`src/logic/lem_regs.svh`:
```
// register offsets, field positions, reset values of the emulation-mode control block
// assumes a 32-bit aligned AXI4-Lite register map
`ifndef LEM_REGS_SVH
`define LEM_REGS_SVH

`define LEM_ADDR_W      4
`define LEM_OFS_FLAGS   4'h0
`define LEM_OFS_CTRL4   4'h4
`define LEM_OFS_STATUS  4'h8

`define LEM_FLAGS_VM    17
`define LEM_FLAGS_NT    14
`define LEM_FLAGS_IO_PRIVILEGE_LEVEL_LO 12
`define LEM_FLAGS_IO_PRIVILEGE_LEVEL_HI 13
`define LEM_CTRL4_MEXT  0

`define LEM_FLAGS_RST   32'h0000_0002
`define LEM_CTRL4_RST   32'h0000_0000
`define LEM_CTRL4_MASK  32'h0000_0001

`define LEM_CPL_USER    2'h3
`define LEM_IO_PRIVILEGE_LEVEL_MAX    2'h3
`define LEM_SEG_SHIFT   4

`define LEM_RESP_OKAY   2'h0
`define LEM_RESP_SLVERR 2'h2

`endif

```
`src/logic/lem_pkg.sv`:
```
// types shared by the emulation-mode control block
// assumes lem_regs.svh for offsets and field positions
package lem_pkg;
    typedef enum logic [3:0] {
        LEM_INSN_OTHER,
        LEM_INSN_HALT,
        LEM_INSN_IRQ_CLR,
        LEM_INSN_IRQ_SET,
        LEM_INSN_FLAGS_PUSH,
        LEM_INSN_FLAGS_POP,
        LEM_INSN_SOFT_INT,
        LEM_INSN_INTERRUPT_RETURN,
        LEM_INSN_PORT_IO
    } lem_insn_e;

    typedef logic [31:0] lem_word_t;
    typedef logic [1:0]  lem_priv_t;
endpackage

```
`src/logic/lem_mode_ctrl.sv`:
```
// emulation-mode control: mode flag tracking, privilege, address forming and sensitive-insn traps
// assumes one 125 MHz clock, synchronous active-low reset, core events as one-cycle pulses
// Functional notes
// - the emulation mode is active exactly while the virtual machine flag is set
// - the flag is set only by a task switch or an interrupt return
// - flag pops and software writes of the flags register keep the mode flag
// - while emulating, current privilege level is always 3
// - the flag steers segment loads, instruction decode and permission checks
// - a task switch to a 16-bit task state segment clears the flag
// - the flag is updated before segment loads; set means real-style bases
// - call, jump or nested interrupt return task switch enters mode from image
// - handler return enters the mode when the popped image has the flag
// - interrupts, exceptions, reset, warm start, a task switch or a handler return without the flag leave the mode
// - a task switch out loads flags from the new task image
// - exceptions go to protected handlers; return or task switch may follow
// - reset or warm start leaves the mode and enters real-address mode
// - halt in emulation mode raises a general protection fault
// - irq set/clear, flag push/pop, soft int, interrupt_return fault when io level below 3
// - port transfers skip the io privilege check in emulation mode
// - 21-bit emulation addresses are zero-extended to 32 bits before paging
// - emulation addresses stay within the first 1 MByte plus 64 KBytes
// - supervisor pages are refused to code in the emulation mode
// - with mode extensions on, soft interrupts are redirected inside the mode
// - io privilege level sits at flags bits 12 and 13
// - mode extension enable sits at bit 0 of control register four
`include "lem_regs.svh"

module lem_mode_ctrl (
    input  wire logic                      aclk,
    input  wire logic                      aresetn,
    input  wire logic                      warm_start_pin,
    input  wire logic                      task_switch_valid,
    input  wire logic                      task_switch_tss32,
    input  wire lem_pkg::lem_word_t        task_switch_flags,
    input  wire logic                      handler_return_valid,
    input  wire lem_pkg::lem_word_t        handler_return_flags,
    input  wire logic                      flags_pop_valid,
    input  wire lem_pkg::lem_word_t        flags_pop_data,
    input  wire logic                      event_taken,
    input  wire lem_pkg::lem_priv_t        prot_priv_level,
    input  wire logic                      insn_valid,
    input  wire lem_pkg::lem_insn_e        insn_class,
    input  wire logic                      seg_load_valid,
    input  wire logic [15:0]               seg_selector,
    input  wire logic [15:0]               seg_offset,
    input  wire lem_pkg::lem_word_t        seg_desc_base,
    input  wire logic                      page_check_valid,
    input  wire logic                      page_user_supervisor_bit,
    output logic                           emulation_mode,
    output lem_pkg::lem_priv_t             current_privilege_level,
    output logic                           general_protection_fault,
    output logic                           halt_granted,
    output logic                           io_check_needed,
    output logic                           soft_int_redirect,
    output logic                           linear_valid,
    output lem_pkg::lem_word_t             linear_addr,
    output logic                           page_denied,
    input  wire logic [`LEM_ADDR_W-1:0]    s_axi_awaddr,
    input  wire logic                      s_axi_awvalid,
    output logic                           s_axi_awready,
    input  wire logic [31:0]               s_axi_wdata,
    input  wire logic [3:0]                s_axi_wstrb,
    input  wire logic                      s_axi_wvalid,
    output logic                           s_axi_wready,
    output logic [1:0]                     s_axi_bresp,
    output logic                           s_axi_bvalid,
    input  wire logic                      s_axi_bready,
    input  wire logic [`LEM_ADDR_W-1:0]    s_axi_araddr,
    input  wire logic                      s_axi_arvalid,
    output logic                           s_axi_arready,
    output logic [31:0]                    s_axi_rdata,
    output logic [1:0]                     s_axi_rresp,
    output logic                           s_axi_rvalid,
    input  wire logic                      s_axi_rready
);
    import lem_pkg::*;

    lem_word_t              flags_register_ff;
    lem_word_t              nxt_flags;
    lem_word_t              control_register_four_ff;
    logic                   vm_now;
    logic                   nxt_vm;
    logic                   io_privilege_level_low;
    logic                   mext_en;
    logic                   gp_fault_ff;
    logic                   halt_ok_ff;
    logic                   io_check_ff;
    logic                   redirect_ff;
    logic                   lin_valid_ff;
    lem_word_t              lin_addr_ff;
    logic                   page_denied_ff;
    logic [7:0]             gp_count_ff;
    logic                   aw_held_ff;
    logic [`LEM_ADDR_W-1:0] awaddr_ff;
    logic                   w_held_ff;
    logic [31:0]            wdata_ff;
    logic [3:0]             wstrb_ff;
    logic                   bvalid_ff;
    logic [1:0]             bresp_ff;
    logic                   rvalid_ff;
    logic [31:0]            rdata_ff;
    logic [1:0]             rresp_ff;
    logic                   wr_fire;
    logic                   rd_fire;
    logic                   bus_flags_wr;
    logic                   bus_ctrl4_wr;
    logic [20:0]            real_sum;

    function automatic lem_word_t merge_bytes(input lem_word_t old_v, input lem_word_t new_v,
                                              input logic [3:0] strb);
        lem_word_t res;
        res = old_v;
        for (int i = 0; i < 4; i++) begin
            if (strb[i]) begin
                res[i*8 +: 8] = new_v[i*8 +: 8];
            end
        end
        return res;
    endfunction

    assign vm_now   = flags_register_ff[`LEM_FLAGS_VM];
    assign io_privilege_level_low = flags_register_ff[`LEM_FLAGS_IO_PRIVILEGE_LEVEL_HI:`LEM_FLAGS_IO_PRIVILEGE_LEVEL_LO] != `LEM_IO_PRIVILEGE_LEVEL_MAX;
    assign mext_en  = control_register_four_ff[`LEM_CTRL4_MEXT];

    // bus register write handshakes
    assign s_axi_awready = !aw_held_ff && !bvalid_ff;
    assign s_axi_wready  = !w_held_ff && !bvalid_ff;
    assign wr_fire       = aw_held_ff && w_held_ff && !bvalid_ff;
    assign bus_flags_wr  = wr_fire && awaddr_ff == `LEM_OFS_FLAGS;
    assign bus_ctrl4_wr  = wr_fire && awaddr_ff == `LEM_OFS_CTRL4;
    assign s_axi_bvalid  = bvalid_ff;
    assign s_axi_bresp   = bresp_ff;
    assign s_axi_arready = !rvalid_ff;
    assign rd_fire       = s_axi_arvalid && !rvalid_ff;
    assign s_axi_rvalid  = rvalid_ff;
    assign s_axi_rdata   = rdata_ff;
    assign s_axi_rresp   = rresp_ff;

    // flag image update; warm start and taken events outrank task switches and handler returns, so an event in the same cycle always leaves the mode
    always_comb begin
        nxt_flags = flags_register_ff;
        if (warm_start_pin) begin
            nxt_flags = `LEM_FLAGS_RST;
        end else if (event_taken) begin
            nxt_flags[`LEM_FLAGS_VM] = 1'b0;
        end else if (task_switch_valid) begin
            nxt_flags = task_switch_flags;
            if (!task_switch_tss32) begin
                nxt_flags[31:16] = 16'h0000;
            end
        end else if (handler_return_valid) begin
            nxt_flags = handler_return_flags;
        end else if (flags_pop_valid) begin
            nxt_flags = flags_pop_data;
            nxt_flags[`LEM_FLAGS_VM] = flags_register_ff[`LEM_FLAGS_VM];
        end else if (bus_flags_wr) begin
            nxt_flags = merge_bytes(flags_register_ff, wdata_ff, wstrb_ff);
            nxt_flags[`LEM_FLAGS_VM] = flags_register_ff[`LEM_FLAGS_VM];
        end
    end
    assign nxt_vm = nxt_flags[`LEM_FLAGS_VM];

    always_ff @(posedge aclk) begin
        if (!aresetn) begin
            flags_register_ff <= `LEM_FLAGS_RST;
        end else begin
            flags_register_ff <= nxt_flags;
        end
    end

    always_ff @(posedge aclk) begin
        if (!aresetn) begin
            control_register_four_ff <= `LEM_CTRL4_RST;
        end else if (bus_ctrl4_wr) begin
            control_register_four_ff <= merge_bytes(control_register_four_ff, wdata_ff, wstrb_ff)
                                        & `LEM_CTRL4_MASK;
        end
    end

    // decode checks use the current mode; a trap is a single-cycle pulse
    always_ff @(posedge aclk) begin
        if (!aresetn) begin
            gp_fault_ff <= 1'b0;
            halt_ok_ff  <= 1'b0;
            io_check_ff <= 1'b0;
            redirect_ff <= 1'b0;
        end else begin
            gp_fault_ff <= 1'b0;
            halt_ok_ff  <= 1'b0;
            io_check_ff <= 1'b0;
            redirect_ff <= 1'b0;
            if (insn_valid) begin
                case (insn_class)
                    LEM_INSN_HALT: begin
                        gp_fault_ff <= vm_now;
                        halt_ok_ff  <= !vm_now;
                    end
                    LEM_INSN_SOFT_INT: begin
                        // redirection bypasses the trap so the program's own handler runs
                        redirect_ff <= vm_now && mext_en;
                        gp_fault_ff <= vm_now && !mext_en && io_privilege_level_low;
                    end
                    LEM_INSN_IRQ_CLR, LEM_INSN_IRQ_SET, LEM_INSN_FLAGS_PUSH,
                    LEM_INSN_FLAGS_POP, LEM_INSN_INTERRUPT_RETURN: begin
                        gp_fault_ff <= vm_now && io_privilege_level_low;
                    end
                    LEM_INSN_PORT_IO: begin
                        io_check_ff <= !vm_now;
                    end
                    default: begin
                        gp_fault_ff <= 1'b0;
                    end
                endcase
            end
        end
    end

    always_ff @(posedge aclk) begin
        if (!aresetn) begin
            gp_count_ff <= 8'h00;
        end else if (gp_fault_ff) begin
            gp_count_ff <= gp_count_ff + 8'h01;
        end
    end

    // segment forming sees the flag as updated this cycle, so a task switch's own loads
    // already use the new translation style
    assign real_sum = {1'b0, seg_selector, 4'h0} + {5'h00, seg_offset};

    always_ff @(posedge aclk) begin
        if (!aresetn) begin
            lin_valid_ff <= 1'b0;
            lin_addr_ff  <= 32'h0000_0000;
        end else begin
            lin_valid_ff <= seg_load_valid;
            if (seg_load_valid) begin
                if (nxt_vm) begin
                    lin_addr_ff <= {11'h000, real_sum};
                end else begin
                    lin_addr_ff <= seg_desc_base + {16'h0000, seg_offset};
                end
            end
        end
    end

    always_ff @(posedge aclk) begin
        if (!aresetn) begin
            page_denied_ff <= 1'b0;
        end else begin
            page_denied_ff <= page_check_valid && vm_now && !page_user_supervisor_bit;
        end
    end

    assign emulation_mode           = vm_now;
    assign current_privilege_level  = vm_now ? `LEM_CPL_USER : prot_priv_level;
    assign general_protection_fault = gp_fault_ff;
    assign halt_granted             = halt_ok_ff;
    assign io_check_needed          = io_check_ff;
    assign soft_int_redirect        = redirect_ff;
    assign linear_valid             = lin_valid_ff;
    assign linear_addr              = lin_addr_ff;
    assign page_denied              = page_denied_ff;

    // write channels are accepted in either order and answered once both are held
    always_ff @(posedge aclk) begin
        if (!aresetn) begin
            aw_held_ff <= 1'b0;
            awaddr_ff  <= '0;
            w_held_ff  <= 1'b0;
            wdata_ff   <= 32'h0000_0000;
            wstrb_ff   <= 4'h0;
            bvalid_ff  <= 1'b0;
            bresp_ff   <= `LEM_RESP_OKAY;
        end else begin
            if (s_axi_awvalid && s_axi_awready) begin
                aw_held_ff <= 1'b1;
                awaddr_ff  <= s_axi_awaddr;
            end
            if (s_axi_wvalid && s_axi_wready) begin
                w_held_ff <= 1'b1;
                wdata_ff  <= s_axi_wdata;
                wstrb_ff  <= s_axi_wstrb;
            end
            if (wr_fire) begin
                aw_held_ff <= 1'b0;
                w_held_ff  <= 1'b0;
                bvalid_ff  <= 1'b1;
                bresp_ff   <= (bus_flags_wr || bus_ctrl4_wr) ? `LEM_RESP_OKAY : `LEM_RESP_SLVERR;
            end else if (bvalid_ff && s_axi_bready) begin
                bvalid_ff <= 1'b0;
            end
        end
    end

    always_ff @(posedge aclk) begin
        if (!aresetn) begin
            rvalid_ff <= 1'b0;
            rdata_ff  <= 32'h0000_0000;
            rresp_ff  <= `LEM_RESP_OKAY;
        end else if (rd_fire) begin
            rvalid_ff <= 1'b1;
            rresp_ff  <= `LEM_RESP_OKAY;
            case (s_axi_araddr)
                `LEM_OFS_FLAGS:  rdata_ff <= flags_register_ff;
                `LEM_OFS_CTRL4:  rdata_ff <= control_register_four_ff;
                `LEM_OFS_STATUS: rdata_ff <= {16'h0000, gp_count_ff, 5'h00,
                                              current_privilege_level, vm_now};
                default: begin
                    rdata_ff <= 32'h0000_0000;
                    rresp_ff <= `LEM_RESP_SLVERR;
                end
            endcase
        end else if (rvalid_ff && s_axi_rready) begin
            rvalid_ff <= 1'b0;
        end
    end
endmodule

```
`config.mk`:
```
export PLATFORM = sky130hd
export DESIGN_NAME = lem_mode_ctrl
export DESIGN_NICKNAME = d
export VERILOG_FILES = /design/src/logic/lem_pkg.sv /design/src/logic/lem_mode_ctrl.sv
export VERILOG_INCLUDE_DIRS = /design/src /design/src/logic
export SDC_FILE = /design/constraint.sdc
export NUM_CORES = 1
export LEC_CHECK = 0
export BUFFER_PORTS_ARGS = -buffer_cell sky130_fd_sc_hd__buf_2
export CAP_MARGIN = 40
export CORE_MARGIN = 2
export CORE_UTILIZATION = 54
export DETAILED_ROUTE_END_ITERATION = 10
export GPL_TIMING_DRIVEN = 0
export PLACE_DENSITY_LB_ADDON = 0.15
export SYNTH_ARGS = -nofsm -noshare
export SYNTH_HDL_FRONTEND = slang
export SYNTH_SLANG_ARGS = --single-unit
```
`constraint.sdc`:
```
create_clock -name aclk -period 6.35 [get_ports aclk]
set_input_delay 0.9525 -clock aclk [delete_from_list [all_inputs] [get_ports aclk]]
set_output_delay 0.9525 -clock aclk [all_outputs]
set_load 0.1 [all_outputs]
```
== Yosys cells after proc, flatten, opt, wreduce, memory -nomap -nowiden ==
Index checks and enable logic that the tools add are counted.
Word-level totals
  bits in registers: 159
  output and inout bits: 82
  word-level logic and storage cells: 110
  input port bits: 227
Operators by class
  bitwise logic cells: 2
  equality and inequality tests: 12
  $add $sub $neg: 3
  reduce and logical (&&, ||, !) cells: 47
  muxes and demuxes: 22
Operators with widths (number)
  32-bit 2-to-1 mux: 5
  32-bit one-hot mux with 3 select lines: 1
  32-bit by 16-bit adder with 32-bit output: 1
  8-bit 2-to-1 mux: 4
  4-bit by 3-bit == test with 1-bit output, second input constant: 6
  20-bit by 16-bit adder with 21-bit output: 1
  3-bit AND reduction: 7
  4-bit nonzero test: 5
  18-bit 2-to-1 mux: 1
  1-bit logical AND: 17
  17-bit 2-to-1 mux: 1
  16-bit 2-to-1 mux: 1
  8-bit by 1-bit adder with 8-bit output, second input constant: 1
  4-bit by 2-bit == test with 1-bit output, second input constant: 2
  4-bit == test, second input constant: 2
  4-bit zero test: 2
  1-bit zero test: 7
  2-bit 2-to-1 mux: 3
  1-bit 2-to-1 mux: 5
  5-bit OR reduction: 1
  4-bit by 1-bit == test with 1-bit output, second input constant: 1
  2-bit AND reduction: 2
  2-bit nonzero test: 2
  2-bit OR reduction: 2
  other kinds (5): 6

== Longest topological paths before layout ==
Gate-level depths: netlist of the first run.
  depth in word-level cells: 10
  mapped depth: 9

== Worst setup path before layout of the first run ==
OpenSTA, ideal clock, no wires.
  path kind: reg-to-reg
  from: reg bvalid_ff, in the netlist s_axi_bvalid
  to: reg wdata_ff[10]
  arrival time: 3.104 ns
  stages on the path, launching flop included: 7
  slack: 3.171 ns
  path buffers: 2
  required time: 6.274 ns
  period minus slack after synthesis: 3.179 ns
  path through: dfxtp_1 > nor2_1 > and2_1 > clkbuf_1 > clkbuf_1 > nand2_1 > a21boi_0
On the way
  longest elaborated chain between the ends: 3
RTL lines
  start: declaration: line lem_mode_ctrl.sv:98  | logic bvalid_ff;
  start signal: assignment: line lem_mode_ctrl.sv:272  | bvalid_ff <= 1'b0;
  start signal: assignment: line lem_mode_ctrl.sv:287  | bvalid_ff <= 1'b1;
  start signal: assignment: line lem_mode_ctrl.sv:290  | bvalid_ff <= 1'b0;
  1-bit zero test: line lem_mode_ctrl.sv:127  | assign s_axi_wready = !w_held_ff && !bvalid_ff;
  1-bit logical AND: line lem_mode_ctrl.sv:127
  net s_axi_wready: line lem_mode_ctrl.sv:64  | output logic s_axi_wready,
  1-bit logical AND: line lem_mode_ctrl.sv:279  | if (s_axi_wvalid && s_axi_wready) begin
  end signal: assignment: line lem_mode_ctrl.sv:281  | wdata_ff <= s_axi_wdata;
  end: declaration: line lem_mode_ctrl.sv:96  | logic [31:0] wdata_ff;
The timed path passes the listed nets, and every way through them passes these cells.
A chain may end at the register's enable or synchronous reset.

== Final worst setup path of the first run ==
  from: in seg_offset[0]
  to: reg lin_addr_ff[16], in the netlist linear_addr[16]
On the way
  longest elaborated chain between the ends: 2
  elaborated cells between the ends (all ways): 3
RTL lines
  start: declaration: line lem_mode_ctrl.sv:45  | input wire logic [15:0] seg_offset,
  32-bit by 16-bit adder with 32-bit output or 20-bit by 16-bit adder with 21-bit output (tied branches): line lem_mode_ctrl.sv:240, lem_mode_ctrl.sv:228
  32-bit 2-to-1 mux (*): line lem_mode_ctrl.sv:237  | if (nxt_vm) begin
  end signal: assignment: line lem_mode_ctrl.sv:238  | lin_addr_ff <= {11'h000, real_sum};
  end signal: assignment: line lem_mode_ctrl.sv:240  | lin_addr_ff <= seg_desc_base + {16'h0000, seg_offset};
  end: declaration: line lem_mode_ctrl.sv:90  | lem_word_t lin_addr_ff;
Every way passes the cells marked *; elsewhere a longest branch is shown, timed or not.

==> run summary, run 1 <==
The run finished with clean final reports. The full die area is between 0.015 and 0.02 mm². The slack of the worst reg-to-reg path is 3980 ps.

The average detailed-routed wire length per instance is 17.2 µm. The worst setup slack after layout came out at approximately 3300 ps. The largest total area in the synthesized netlist belongs to sky130_fd_sc_hd__dfxtp_1. The via count of the first global-routing pass is a little over 8000. The vias per cell came out at between 5 and 6.

STA classifies the critical path startpoint as an input port. The startpoint identified for the worst hold timing path is linear_addr[23]$_SDFFE_PN0P_. The share of the clock period used by the worst path came out at 47.9%.

The first-pass GRT wire length came out at roughly 42 mm. The per-instance average area after synthesis came out at between 8 and 9 µm². The root buffer cell chosen for the clock tree is sky130_fd_sc_hd__clkbuf_16. For this block, the initial DRC count from the detailed router was ~570. The data arrival at the endpoint of the critical path came out at about 3300 ps. The effective utilization at floorplan came out at between 50% and 60%. For this run, the post-layout net count is between 1500 and 2000. The post-route netlist has about a quarter of its cells at a drive strength greater than 1. The floorplan has 46 rows. The total standard cell area after synthesis is 0.00864 mm². In the routed design, unresolved DRC markers number 0.

The sum of buffers and inverters on the critical path came out at 1. The placement-stage worst setup slack came out at roughly 3000 ps. The routability congestion estimate from global placement came out at around 0.99. The count of flip-flops with a built-in enable after synthesis is 0. The slowest stage of the critical path belongs to the cell sky130_fd_sc_hd__a31oi_1.

The overall global routing resource usage is 32.3%. The area fraction of the dominant cell type after synthesis came out at a little over a third. The number of instances resized during post-cts repair came out at 0.

The worst-case clock skew is about 8.2 ps. The static leakage power came out at just under 5 nW. The filler cells instantiated in the layout total 1416. The path class of the tightest hold or removal check is reg2reg. Max-cap violations in this run came to 0. The worst hold path terminates at linear_addr[23]$_SDFFE_PN0P_. The floorplan die height came out at 131 µm. The core area is 0.0158 mm². For the final routed database, the setup TNS stands at 0 ps. The most common flop cell mapped by yosys is sky130_fd_sc_hd__dfxtp_1. The maximum level of the CTS H-tree came out at 4. The highest net fanout along the worst path came out at 3.

The timing-limited maximum frequency came out at 329 MHz. The estimated wirelength of the detail-placed design came out at 22.5 mm. The worst max-slew margin expressed relative to the limit came out at about 30%. Entering global routing, the biggest net connects 17 pins. The insertion delay of the later-clocked pin in the worst-skew pair came out at 420 ps. Setup repair after global routing left no endpoint under its margin. By area the synthesized netlist is led by sky130_fd_sc_hd__dfxtp_1 36%, sky130_fd_sc_hd__nand2_1 7.0%, sky130_fd_sc_hd__a21boi_0 5.5%.

The nature of the critical path endpoint is a register. The share of the yosys chip area belonging to registers is around 36%. The maximum single-stage delay on the critical path came out at approximately 440 ps. The clock period minus final worst setup slack came out at approximately 3000 ps. The number of buffers on the longest clock path came out at 2. The worst reg-to-reg path cell count came out at 7. Hold repair after CTS inserted 0 buffers. The width of the die came out at approximately 130 µm. The slew of the pin with the lowest slew margin is around 1100 ps. The register clock-pin slew on the reported worst setup and hold paths is 60 ps. The number of top-level design ports is between 300 and 400.

After clock tree synthesis, the setup repair step added 0 buffers. Summed over all layers, the global routing overflow is 0. The initial antenna violation count is 7. The largest voltage drop on the vdd net is ~220 µV.

The power density relative to cell area came out at 252 mW/mm². The number of buffers inserted by port buffering came out at 302. After technology mapping, the gate count stands at 1076. The register bit count reported by yosys came out at 156.

The signal on the critical path passes through buf_2 -> ha_1 -> fa_1 -> a21o_1 -> a221o_1 -> a31oi_1 -> o21ai_1 -> a21oi_2 -> xor2_1 -> o221ai_1. Clock tree synthesis found a total of roughly 160 sinks. The total routed wirelength came out at about 28 mm. The fraction of registers with async set or reset after synthesis is 0%. The most common cell in the synthesized netlist is sky130_fd_sc_hd__nand2_1. The final number of hold-violating endpoints came out at 0. The detailed-route via count is a little over 9000.

The endpoint of the worst-slack reg-to-reg timing path is linear_addr[11]$_SDFFE_PN0P_. The distinct cell type count after synthesis is a little over 70. The top cell family by delay on the critical path is compound AO/OA/AOI/OAI gates. The max-slew violation total from the final report came out at 0. The count of synthesis-stage warnings from yosys came out at 0. TritonCTS created 17 clock buffers. The data required time of the worst path came out at roughly 6600 ps. The count of cells along the worst hold path came out at 2. Once detail routing completed, the nets flagged for antenna violations numbered 0. The first detailed-routing pass took 6 iterations. The TritonCTS clock tree is built. The startpoint-to-endpoint class of the critical path is in2reg. The signed area change from the synthesized netlist to the final layout came out at 28.0%. Setup violations remaining at the end of the flow were counted as 0.

The startpoint of the lowest-slack register-to-register path is flags_register_ff[17]$_SDFF_PN0_. By count the netlist is led by 162 x sky130_fd_sc_hd__nand2_1, 156 x sky130_fd_sc_hd__dfxtp_1, 108 x sky130_fd_sc_hd__nor2_1.
-- cell usage in the layout (no fill, tap or decap), types with 5 or more instances in the layout --
cell type / netlist / layout
sky130_fd_sc_hd__a211oi_1: 32 / 32
sky130_fd_sc_hd__a2bb2oi_1: 9 / 9
sky130_fd_sc_hd__or3_1: 6 / 6
sky130_fd_sc_hd__o221ai_1: 6 / 6
sky130_fd_sc_hd__nor2b_1: 15 / 15
sky130_fd_sc_hd__ha_1: 29 / 29
sky130_fd_sc_hd__o21ai_0: 37 / 37
sky130_fd_sc_hd__a22oi_1: 10 / 10
sky130_fd_sc_hd__and3_1: 11 / 11
sky130_fd_sc_hd__mux2i_1: 35 / 35
sky130_fd_sc_hd__a21o_1: 6 / 6
sky130_fd_sc_hd__inv_1: 12 / 12
sky130_fd_sc_hd__nand4_1: 8 / 8
sky130_fd_sc_hd__nand2b_1: 5 / 5
sky130_fd_sc_hd__buf_4: 7 / 7
sky130_fd_sc_hd__dfxtp_1: 156 / 156
sky130_fd_sc_hd__a21oi_1: 92 / 92
sky130_fd_sc_hd__and2_1: 19 / 19
sky130_fd_sc_hd__clkbuf_16: 0 / 17
sky130_fd_sc_hd__clkbuf_1: 49 / 49
sky130_fd_sc_hd__o21ai_1: 10 / 10
sky130_fd_sc_hd__o211a_1: 7 / 7
sky130_fd_sc_hd__buf_2: 11 / 313
sky130_fd_sc_hd__a31oi_1: 7 / 7
sky130_fd_sc_hd__o211ai_1: 9 / 9
sky130_fd_sc_hd__nor2_1: 108 / 108
sky130_fd_sc_hd__xnor2_1: 16 / 16
sky130_fd_sc_hd__o21a_1: 9 / 9
sky130_fd_sc_hd__nand2_1: 162 / 162
sky130_fd_sc_hd__nand3_1: 39 / 39
sky130_fd_sc_hd__xor2_1: 29 / 29
sky130_fd_sc_hd__diode_2: 0 / 10
sky130_fd_sc_hd__a21boi_0: 63 / 63
-- worst max path at each step --
stage,startpoint,end,slack (ps),depth (start not counted)
2_1_floorplan,s_axi_bvalid$_SDFFE_PN0P_,wdata_ff[10]$_SDFFE_PN0P_,3170,6
3_3_place_gp,seg_offset[0],linear_addr[16]$_SDFFE_PN0P_,2960,10
3_5_place_dp,seg_offset[0],linear_addr[16]$_SDFFE_PN0P_,2910,10
4_1_cts,seg_offset[0],linear_addr[16]$_SDFFE_PN0P_,3360,10
5_1_grt,seg_offset[0],linear_addr[16]$_SDFFE_PN0P_,3190,10
6_report,seg_offset[0],linear_addr[16]$_SDFFE_PN0P_,3310,10
-- kinds of logic after synthesis --
kind of cell	after synthesis	share of synthesized area, %
AOI/OAI and AO/OA	330	25.9
xor gates and xnor gates	45	4.56
adders and majority gates	31	4.66
buffers and inverters	83	4.07
DFF	156	36.1
muxes	35	4.05
other	1	0.0434
and+or+nand+nor	395	20.6
-- metal layers --
metal,share of wire (%),global-route usage (%),wire [µm]
met5,0.046,0,13
met3,8.3,6.47,2340
met4,3.3,13.6,944
met1,44,44.5,12300
met2,45,49.4,12600
-- per-stage QoR --
step	instances	power (mW)	area [µm²]	utilization, %	hold WS (ps)
global route	1631	2.88	11000	70.1	463
floorplan	1077	1.55	8650	-	443
detailed placement	1595	1.75	10400	66.1	436
finish	1636	2.78	11100	70.1	443
CTS	1626	2.78	11000	70.0	447
global placement	1595	1.74	10400	66.1	433
-- sequential cells by signal, summed over array words and instances (netlist names), 4 cells and up --
signal	count
flags_register_ff	32
gp_count_ff	8
awaddr_ff	4
wstrb_ff	4
wdata_ff	31
s_axi_rdata	32
linear_addr	32
-- area by class of cell --
class                      instances  area (µm²)  area share [%]
multi-input combinational        838        5170            46.8
sequential                       156        3120            28.2
timing repair buffer             302        1510            13.7
clock buffer                      18         439            3.97
buffer                            71         307            2.77
tap                              216         270            2.44
clock inverter                    13         169            1.53
inverter                          12        45.0           0.407
antenna                           10        25.0           0.226
-- worst reg2reg max path, stage by stage, from the launching register on --
cell and delay, ps:
sky130_fd_sc_hd__dfxtp_1 640, sky130_fd_sc_hd__nor2b_1 200, sky130_fd_sc_hd__a211oi_1 70, sky130_fd_sc_hd__a2111oi_2 550, sky130_fd_sc_hd__buf_4 290, sky130_fd_sc_hd__buf_4 200
sky130_fd_sc_hd__mux2i_1 200, sky130_fd_sc_hd__a21oi_1 80
-- power by group --
group	leakage, nW	internal, mW	switching [mW]	total, mW
sequential	1.27	1.03	0.0307	1.06
combinational	3.29	0.215	0.465	0.680
clock	0.285	0.629	0.417	1.05
total	4.85	1.87	0.913	2.78
(Power assumes the default switching activity.)
==> run 2: changes to the inputs <==
--- a/config.mk
+++ b/config.mk
@@ -9,7 +9,7 @@
 export BUFFER_PORTS_ARGS = -buffer_cell sky130_fd_sc_hd__buf_2
 export CAP_MARGIN = 40
 export CORE_MARGIN = 2
-export CORE_UTILIZATION = 54
+export CORE_UTILIZATION = 46
 export DETAILED_ROUTE_END_ITERATION = 10
 export GPL_TIMING_DRIVEN = 0
 export PLACE_DENSITY_LB_ADDON = 0.15
==> constraint.sdc (replaced) <==
create_clock -name aclk -period 2.5 [get_ports aclk]
set_input_delay 0.375 -clock aclk [delete_from_list [all_inputs] [get_ports aclk]]
set_output_delay 0.375 -clock aclk [all_outputs]
set_load 0.1 [all_outputs]
==> run summary, run 2 (synthesized netlist as in run 1, its figures left out) <==
The width of the die is 141 µm (was 131 µm). The first-pass GRT wire length came to 44.1 mm (was 42.3 mm). The worst-case clock skew was 7.61 ps (was 8.23 ps). The routability congestion estimate from global placement is 0.998 (was 0.994). The filler-free cell count of the finished design is 1654 (was 1636). The sum of buffers and inverters on the critical path is 1 (unchanged). The full die area came to 0.0199 mm² (was 0.0170 mm²). The worst reg-to-reg path cell count is 7 (unchanged). The number of top-level design ports is 309 (unchanged). The final number of setup-violating endpoints is 0 (unchanged). Unrepaired setup endpoints after global routing: no (unchanged). The overall global routing resource usage came out at 28.5% (was 32.3%). The slack of the worst reg-to-reg path is 310 ps (was 3980 ps). The average detailed-routed wire length per instance came to 17.4 µm (was 17.2 µm). The highest net fanout along the worst path was 3 (unchanged). The type of element launching the critical path is an input port (unchanged). The count of cells along the worst hold path came to 2 (unchanged). The largest voltage drop on the vdd net came out at 508 µV (was 221 µV). The initial antenna violation count is 10 (was 7). The total negative setup slack was 0 ps (unchanged).

The estimated wirelength of the detail-placed design came out at 23.2 mm (was 22.5 mm). The max-slew violation total from the final report came out at 0 (unchanged). The sum of internal, switching and leakage power came out at 6.75 mW (was 2.78 mW). The data arrival at the endpoint of the critical path came out at 2560 ps (was 3340 ps).

The end of the worst hold path was halt_granted$_SDFF_PN0_ (was linear_addr[23]$_SDFFE_PN0P_). The share of the clock period used by the worst path is approximately nine tenths. The commonest non-fill, non-tap cell in the layout is sky130_fd_sc_hd__buf_2 (unchanged).

Highest-count cells in the layout ignoring fill and taps: 313 x sky130_fd_sc_hd__buf_2, 162 x sky130_fd_sc_hd__nand2_1, 154 x sky130_fd_sc_hd__dfxtp_1, 106 x sky130_fd_sc_hd__nor2_1, 92 x sky130_fd_sc_hd__a21oi_1 (was 313 x sky130_fd_sc_hd__buf_2, 162 x sky130_fd_sc_hd__nand2_1, 156 x sky130_fd_sc_hd__dfxtp_1, 108 x sky130_fd_sc_hd__nor2_1, 92 x sky130_fd_sc_hd__a21oi_1). The worst setup slack after layout is 245 ps (was 3310 ps). The maximum single-stage delay on the critical path is 430 ps (was 440 ps). The insertion delay of the later-clocked pin in the worst-skew pair came out at 440 ps (was 420 ps). The maximum number of pins on one net before global-route repair came out at 17 (unchanged). The number of clock sinks seen by CTS is 156 (unchanged). The buffer type at the clock tree root is sky130_fd_sc_hd__clkbuf_16 (unchanged).

The first-pass detailed-route iteration total came out at 5 (was 6). The summed area of non-filler cells in the final layout is 0.0110 mm² (was 0.0111 mm²). The signed area change from the synthesized netlist to the final layout came out at 27.5% (was 28.0%). The post-placement cell area came out at 0.0105 mm² (was 0.0104 mm²). The timing-limited maximum frequency is between 400 and 500 MHz. The number of buffers added by the clock tree synthesis step is 17 (unchanged). The number of remaining DRC errors is 0 (unchanged). The power density relative to cell area was 613 mW/mm² (was 252 mW/mm²).

The share of final-layout standard cells stronger than drive strength 1 is 26.5% (was 26.4%). The clock period minus final worst setup slack is around 2300 ps. The final-layout worst hold slack came to 127 ps (was 443 ps). The remaining antenna violation count came out at 0 (unchanged). The slew of the pin with the lowest slew margin is 913 ps (was 1050 ps). The final number of hold-violating endpoints is 0 (unchanged). The reported max-cap violation count came out at 0 (unchanged). The vias per cell is 5.40 (was 5.53). The sum of overflow across all layers after global routing came out at 0 (unchanged). The final layout net count came out at 1656 (unchanged). The via count of the first global-routing pass came out at 8308 (was 8248). The endpoint of the worst-slack reg-to-reg timing path is linear_addr[11]$_SDFFE_PN0P_ (unchanged). The number of buffers on the longest clock path is 2 (unchanged). The register clock-pin slew on the reported worst setup and hold paths is 60 ps (about the same). The cell at the slowest stage of the critical path is sky130_fd_sc_hd__fa_1 (was sky130_fd_sc_hd__a31oi_1). The share of the core filled with cells is 59.3% (was 70.1%). The floorplan die height came out at 141 µm (was 131 µm). The hold buffer count at cts came out at 0 (unchanged).

The placement-stage worst setup slack is -300 ps (was 2910 ps). The static leakage power is 4.82 nW (was 4.85 nW). The worst min-delay path class is in2reg (was reg2reg). The effective utilization at floorplan came out at 46.5% (was 54.8%). The core area came out at 0.0186 mm² (was 0.0158 mm²).

The cell count after placement came out at 1613 (was 1595). Run status: finished clean (unchanged). The startpoint of the lowest-slack register-to-register path was flags_register_ff[17]$_SDFF_PN0_ (unchanged). The top cell family by delay on the critical path is compound AO/OA/AOI/OAI gates (unchanged).

The iteration-0 DRC count of the detailed router came out at 696 (was 566). The data required time of the worst path is 2810 ps (was 6640 ps). The detailed-route via count came out at 8930 (was 9055). The worst max-slew margin expressed relative to the limit came out at 39.0% (was 29.8%). The startpoint-to-endpoint class of the critical path is in2reg (unchanged). The number of buffers inserted by port buffering is 302 (unchanged). The count of standard-cell rows is 50 (was 46). The TritonCTS clock tree was built (unchanged). Crit path cell chain: buf_2 -> ha_1 -> fa_1 -> a21o_1 -> a221o_1 -> a31oi_2 -> o21ai_1 -> a21oi_2 -> xor2_1 -> o221ai_1 (was buf_2 -> ha_1 -> fa_1 -> a21o_1 -> a221o_1 -> a31oi_1 -> o21ai_1 -> a21oi_2 -> xor2_1 -> o221ai_1). The nature of the critical path endpoint is a register (unchanged). The maximum level of the CTS H-tree is 4 (unchanged). The critical hold path startpoint is insn_class[3] (was linear_addr[23]$_SDFFE_PN0P_). The total routed wirelength is 28.7 mm (was 28.2 mm).
-- run 2: changes by cell type in the layout (fill, tap and decap cells not counted), moves of 2 or more --
cell | before | now
sky130_fd_sc_hd__bufinv_16 | 3 | 0
sky130_fd_sc_hd__clkbuf_1 | 49 | 52
sky130_fd_sc_hd__clkinv_2 | 1 | 4
sky130_fd_sc_hd__clkinv_4 | 4 | 1
sky130_fd_sc_hd__dfxtp_1 | 156 | 154
sky130_fd_sc_hd__dfxtp_2 | 0 | 2
sky130_fd_sc_hd__nor2_1 | 108 | 106
sky130_fd_sc_hd__nor2_4 | 0 | 2
-- run 2: worst max path at each step --
stage	start	to	slack (ps)	cells after the start
2_1_floorplan	flags_register_ff[17]$_SDFF_PN0_	linear_addr[11]$_SDFFE_PN0P_	90	7
6_report	seg_offset[0]	linear_addr[16]$_SDFFE_PN0P_	240	10
3_5_place_dp	seg_offset[0]	linear_addr[16]$_SDFFE_PN0P_	-300	10
5_1_grt	seg_offset[0]	linear_addr[16]$_SDFFE_PN0P_	90	10
3_3_place_gp	seg_offset[0]	linear_addr[16]$_SDFFE_PN0P_	-260	10
4_1_cts	flags_register_ff[17]$_SDFF_PN0_	linear_addr[11]$_SDFFE_PN0P_	120	7
-- run 2: where the power goes --
group	internal [mW]	leakage [nW]	total (mW)	switching [mW]
logic	0.548	3.29	1.72	1.18
registers	2.61	1.28	2.69	0.0809
clock network	1.29	0.250	2.34	1.05
-- run 2: timing repair --
action / 4_1_cts / 5_1_grt
gates resized for setup: 0 / 2
setup buffers: 0 / 0
setup endpoints to repair: 0 / 3
-- run 2: cell type report --
class	instances	area (µm²)
well taps	234	293
repair buffers	302	1510
multi-input cells	838	5190
flip-flops and latches	156	3130
inverters	12	45.0
clock inverters	10	68.8
plain buffers	71	307
clock buffers	21	450
fillers	1794	7560
diodes	10	25.0
-- run 2: metal layers --
metal,wire (µm),track usage [%]
met1,13200,39.5
met2,12600,43.0
met3,1860,6.01
met5,13,0
met4,1080,12.2
==> run 3: changes to the inputs <==
--- a/config.mk
+++ b/config.mk
@@ -13,6 +13,7 @@
 export DETAILED_ROUTE_END_ITERATION = 10
 export GPL_TIMING_DRIVEN = 0
 export PLACE_DENSITY_LB_ADDON = 0.15
+export SLEW_MARGIN = 20
 export SYNTH_ARGS = -nofsm -noshare
 export SYNTH_HDL_FRONTEND = slang
 export SYNTH_SLANG_ARGS = --single-unit
==> constraint.sdc (replaced) <==
create_clock -name aclk -period 2 [get_ports aclk]
set_input_delay 0.3 -clock aclk [delete_from_list [all_inputs] [get_ports aclk]]
set_output_delay 0.3 -clock aclk [all_outputs]
set_load 0.1 [all_outputs]
==> run summary, run 3 (synthesized netlist as in run 1, its figures left out) <==
The slack of the worst reg-to-reg path is 80 ps (was 310 ps). The number of buffers on the longest clock path is 2 (unchanged). The full die area is 0.0199 mm² (unchanged).

The core area is 0.0186 mm² (unchanged). The share of the core filled with cells came out at 61.8% (was 59.3%). The final number of hold-violating endpoints came out at 0 (unchanged). The worst reg-to-reg path cell count is 7 (unchanged). The sum of overflow across all layers after global routing came out at 0 (unchanged). The startpoint of the lowest-slack register-to-register path is flags_register_ff[17]$_SDFF_PN0_ (unchanged). The effective utilization at floorplan was 46.5% (unchanged). The detailed-route via count is 9088 (was 8930). The summed area of non-filler cells in the final layout came out at 0.0115 mm² (was 0.0110 mm²). The share of the clock period used by the worst path came out at a little over nine tenths. The number of clock sinks seen by CTS came out at 156 (unchanged). The estimated wirelength of the detail-placed design came out at 23.5 mm (was 23.2 mm). The worst-case clock skew is 9.30 ps (was 7.61 ps).

The vias per cell is 5.45 (was 5.40). The clock period minus final worst setup slack is between 1500 and 2000 ps. The power density relative to cell area came out at 771 mW/mm² (was 613 mW/mm²).

The floorplan die height is 141 µm (unchanged). The number of top-level design ports came to 309 (unchanged). The routability congestion estimate from global placement is 0.959 (was 0.998).

The number of remaining DRC errors came out at 0 (unchanged). Timing would allow up to 507 MHz. The highest net fanout along the worst path came out at 3 (unchanged).

The slew of the pin with the lowest slew margin is 822 ps (was 913 ps). The number of buffers added by the clock tree synthesis step is 17 (unchanged). The remaining antenna violation count is 0 (unchanged). The worst setup slack after layout was 28.1 ps (was 245 ps). Unrepaired setup endpoints after global routing: yes (was no). The total negative setup slack came out at 0 ps (unchanged). The reported max-cap violation count is 0 (unchanged). The endpoint of the worst-slack reg-to-reg timing path is linear_addr[14]$_SDFFE_PN0P_ (was linear_addr[11]$_SDFFE_PN0P_).

The average detailed-routed wire length per instance is 17.9 µm (was 17.4 µm). The sum of internal, switching and leakage power came out at 8.85 mW (was 6.75 mW). The max-slew violation total from the final report came out at 0 (unchanged). The final number of setup-violating endpoints is 0 (unchanged).

The worst min-delay path class is in2reg (unchanged). The overall global routing resource usage came to 29.3% (was 28.5%). The largest voltage drop on the vdd net came out at 660 µV (was 508 µV).

The static leakage power is 4.96 nW (was 4.82 nW). The start point of the critical path was seg_desc_base[0] (was seg_offset[0]). The total routed wirelength is 29.8 mm (was 28.7 mm). The worst max-slew margin expressed relative to the limit is 45.2% (was 39.0%).

The post-placement cell area is 0.0106 mm² (was 0.0105 mm²). Run status: finished clean (unchanged). The maximum number of pins on one net before global-route repair is 19 (was 17). The buffer type at the clock tree root was sky130_fd_sc_hd__clkbuf_16 (unchanged). The iteration-0 DRC count of the detailed router was 636 (was 696). The count of cells along the worst hold path is 2 (unchanged). The maximum level of the CTS H-tree came out at 4 (unchanged). The first-pass detailed-route iteration total is 5 (unchanged). The share of final-layout standard cells stronger than drive strength 1 is 30.5% (was 26.5%). The initial antenna violation count came out at 10 (unchanged). The count of standard-cell rows came out at 50 (unchanged).

The TritonCTS clock tree is built (unchanged). The width of the die came out at 141 µm (unchanged). Highest-count cells in the layout ignoring fill and taps: 309 x sky130_fd_sc_hd__buf_2, 160 x sky130_fd_sc_hd__nand2_1, 152 x sky130_fd_sc_hd__dfxtp_1, 106 x sky130_fd_sc_hd__nor2_1, 88 x sky130_fd_sc_hd__a21oi_1 (was 313 x sky130_fd_sc_hd__buf_2, 162 x sky130_fd_sc_hd__nand2_1, 154 x sky130_fd_sc_hd__dfxtp_1, 106 x sky130_fd_sc_hd__nor2_1, 92 x sky130_fd_sc_hd__a21oi_1). The number of buffers inserted by port buffering came to 302 (unchanged).

The final layout net count is 1670 (was 1656). The first-pass GRT wire length is 45.3 mm (was 44.1 mm). The type of element launching the critical path is an input port (unchanged). The startpoint-to-endpoint class of the critical path is in2reg (unchanged). The data arrival at the endpoint of the critical path is 2280 ps (was 2560 ps). The commonest non-fill, non-tap cell in the layout was sky130_fd_sc_hd__buf_2 (unchanged). The capture point of the critical path is linear_addr[16]$_SDFFE_PN0P_ (unchanged). The via count of the first global-routing pass is 8604 (was 8308).

The data required time of the worst path came to 2300 ps (was 2810 ps). The insertion delay of the later-clocked pin in the worst-skew pair is 440 ps (about the same). The signed area change from the synthesized netlist to the final layout came out at 33.0% (was 27.5%). The nature of the critical path endpoint is a register (unchanged). The register clock-pin slew on the reported worst setup and hold paths came out at 70 ps (was 60 ps).

The placement-stage worst setup slack came out at -542 ps (was -300 ps).
==> run 3: worst min path at each step <==
| stage | startpoint | end | slack, ps |
|---|---|---|---|
| 2_1_floorplan | insn_class[0] | io_check_needed$_SDFF_PN0_ | 380 |
| 6_report | insn_class[3] | halt_granted$_SDFF_PN0_ | 50 |
| 3_3_place_gp | linear_addr[22]$_SDFFE_PN0P_ | linear_addr[22]$_SDFFE_PN0P_ | 430 |
| 3_5_place_dp | linear_addr[21]$_SDFFE_PN0P_ | linear_addr[21]$_SDFFE_PN0P_ | 450 |
| 4_1_cts | insn_class[3] | halt_granted$_SDFF_PN0_ | 30 |
| 5_1_grt | insn_class[3] | halt_granted$_SDFF_PN0_ | 60 |
==> run 3: layer usage <==
| metal | vias up | global-route usage (%) | share of wire [%] |
|---|---|---|---|
| met5 | - | 0 | 0.044 |
| met4 | 2 | 11.7 | 2.8 |
| met3 | 55 | 4.55 | 5.5 |
| met2 | 310 | 45.3 | 45 |
| met1 | 4217 | 41.0 | 46 |
| li1 | 4504 | - | - |
==> run 3: repair_timing <==
action | in CTS | in global routing
pin swaps | 11 | 15
resized for setup | 6 | 38
buffers inserted | 7 | 7
hold buffers | 0 | 0
endpoints found under the setup margin | 25 | 35
==> run 3: worst max-delay path, cell delays in order <==
cell and delay (ps):
sky130_fd_sc_hd__buf_6 100, sky130_fd_sc_hd__ha_4 150, sky130_fd_sc_hd__fa_2 350, sky130_fd_sc_hd__a21o_1 210, sky130_fd_sc_hd__a221o_1 390, sky130_fd_sc_hd__a31oi_4 250
sky130_fd_sc_hd__o21ai_2 90, sky130_fd_sc_hd__a21oi_2 140, sky130_fd_sc_hd__xor2_1 190, sky130_fd_sc_hd__o221ai_1 120
==> run 3: area by class of cell <==
type | instances | area (µm²)
Multi-Input combinational cell | 838 | 5430
Fill cell | 1715 | 7090
Sequential cell | 156 | 3140
Tap cell | 234 | 293
Clock inverter | 15 | 163
Clock buffer | 17 | 425
Timing Repair Buffer | 317 | 1640
Antenna cell | 10 | 25.0
Inverter | 12 | 48.8
Buffer | 70 | 330
==> run 3: power breakdown <==
group	leakage, nW	switching [mW]	internal (mW)	total, mW
sequential	1.28	0.103	3.26	3.36
clock	0.286	1.53	1.68	3.21
combinational	3.39	1.52	0.760	2.28
total	4.96	3.16	5.69	8.85
==> run 3: per-stage QoR <==
step	instances	hold WS (ps)
detailed placement	1613	446
floorplan	1077	376
CTS	1652	31.3
global placement	1613	432
finish	1669	47.5
global route	1668	61.3
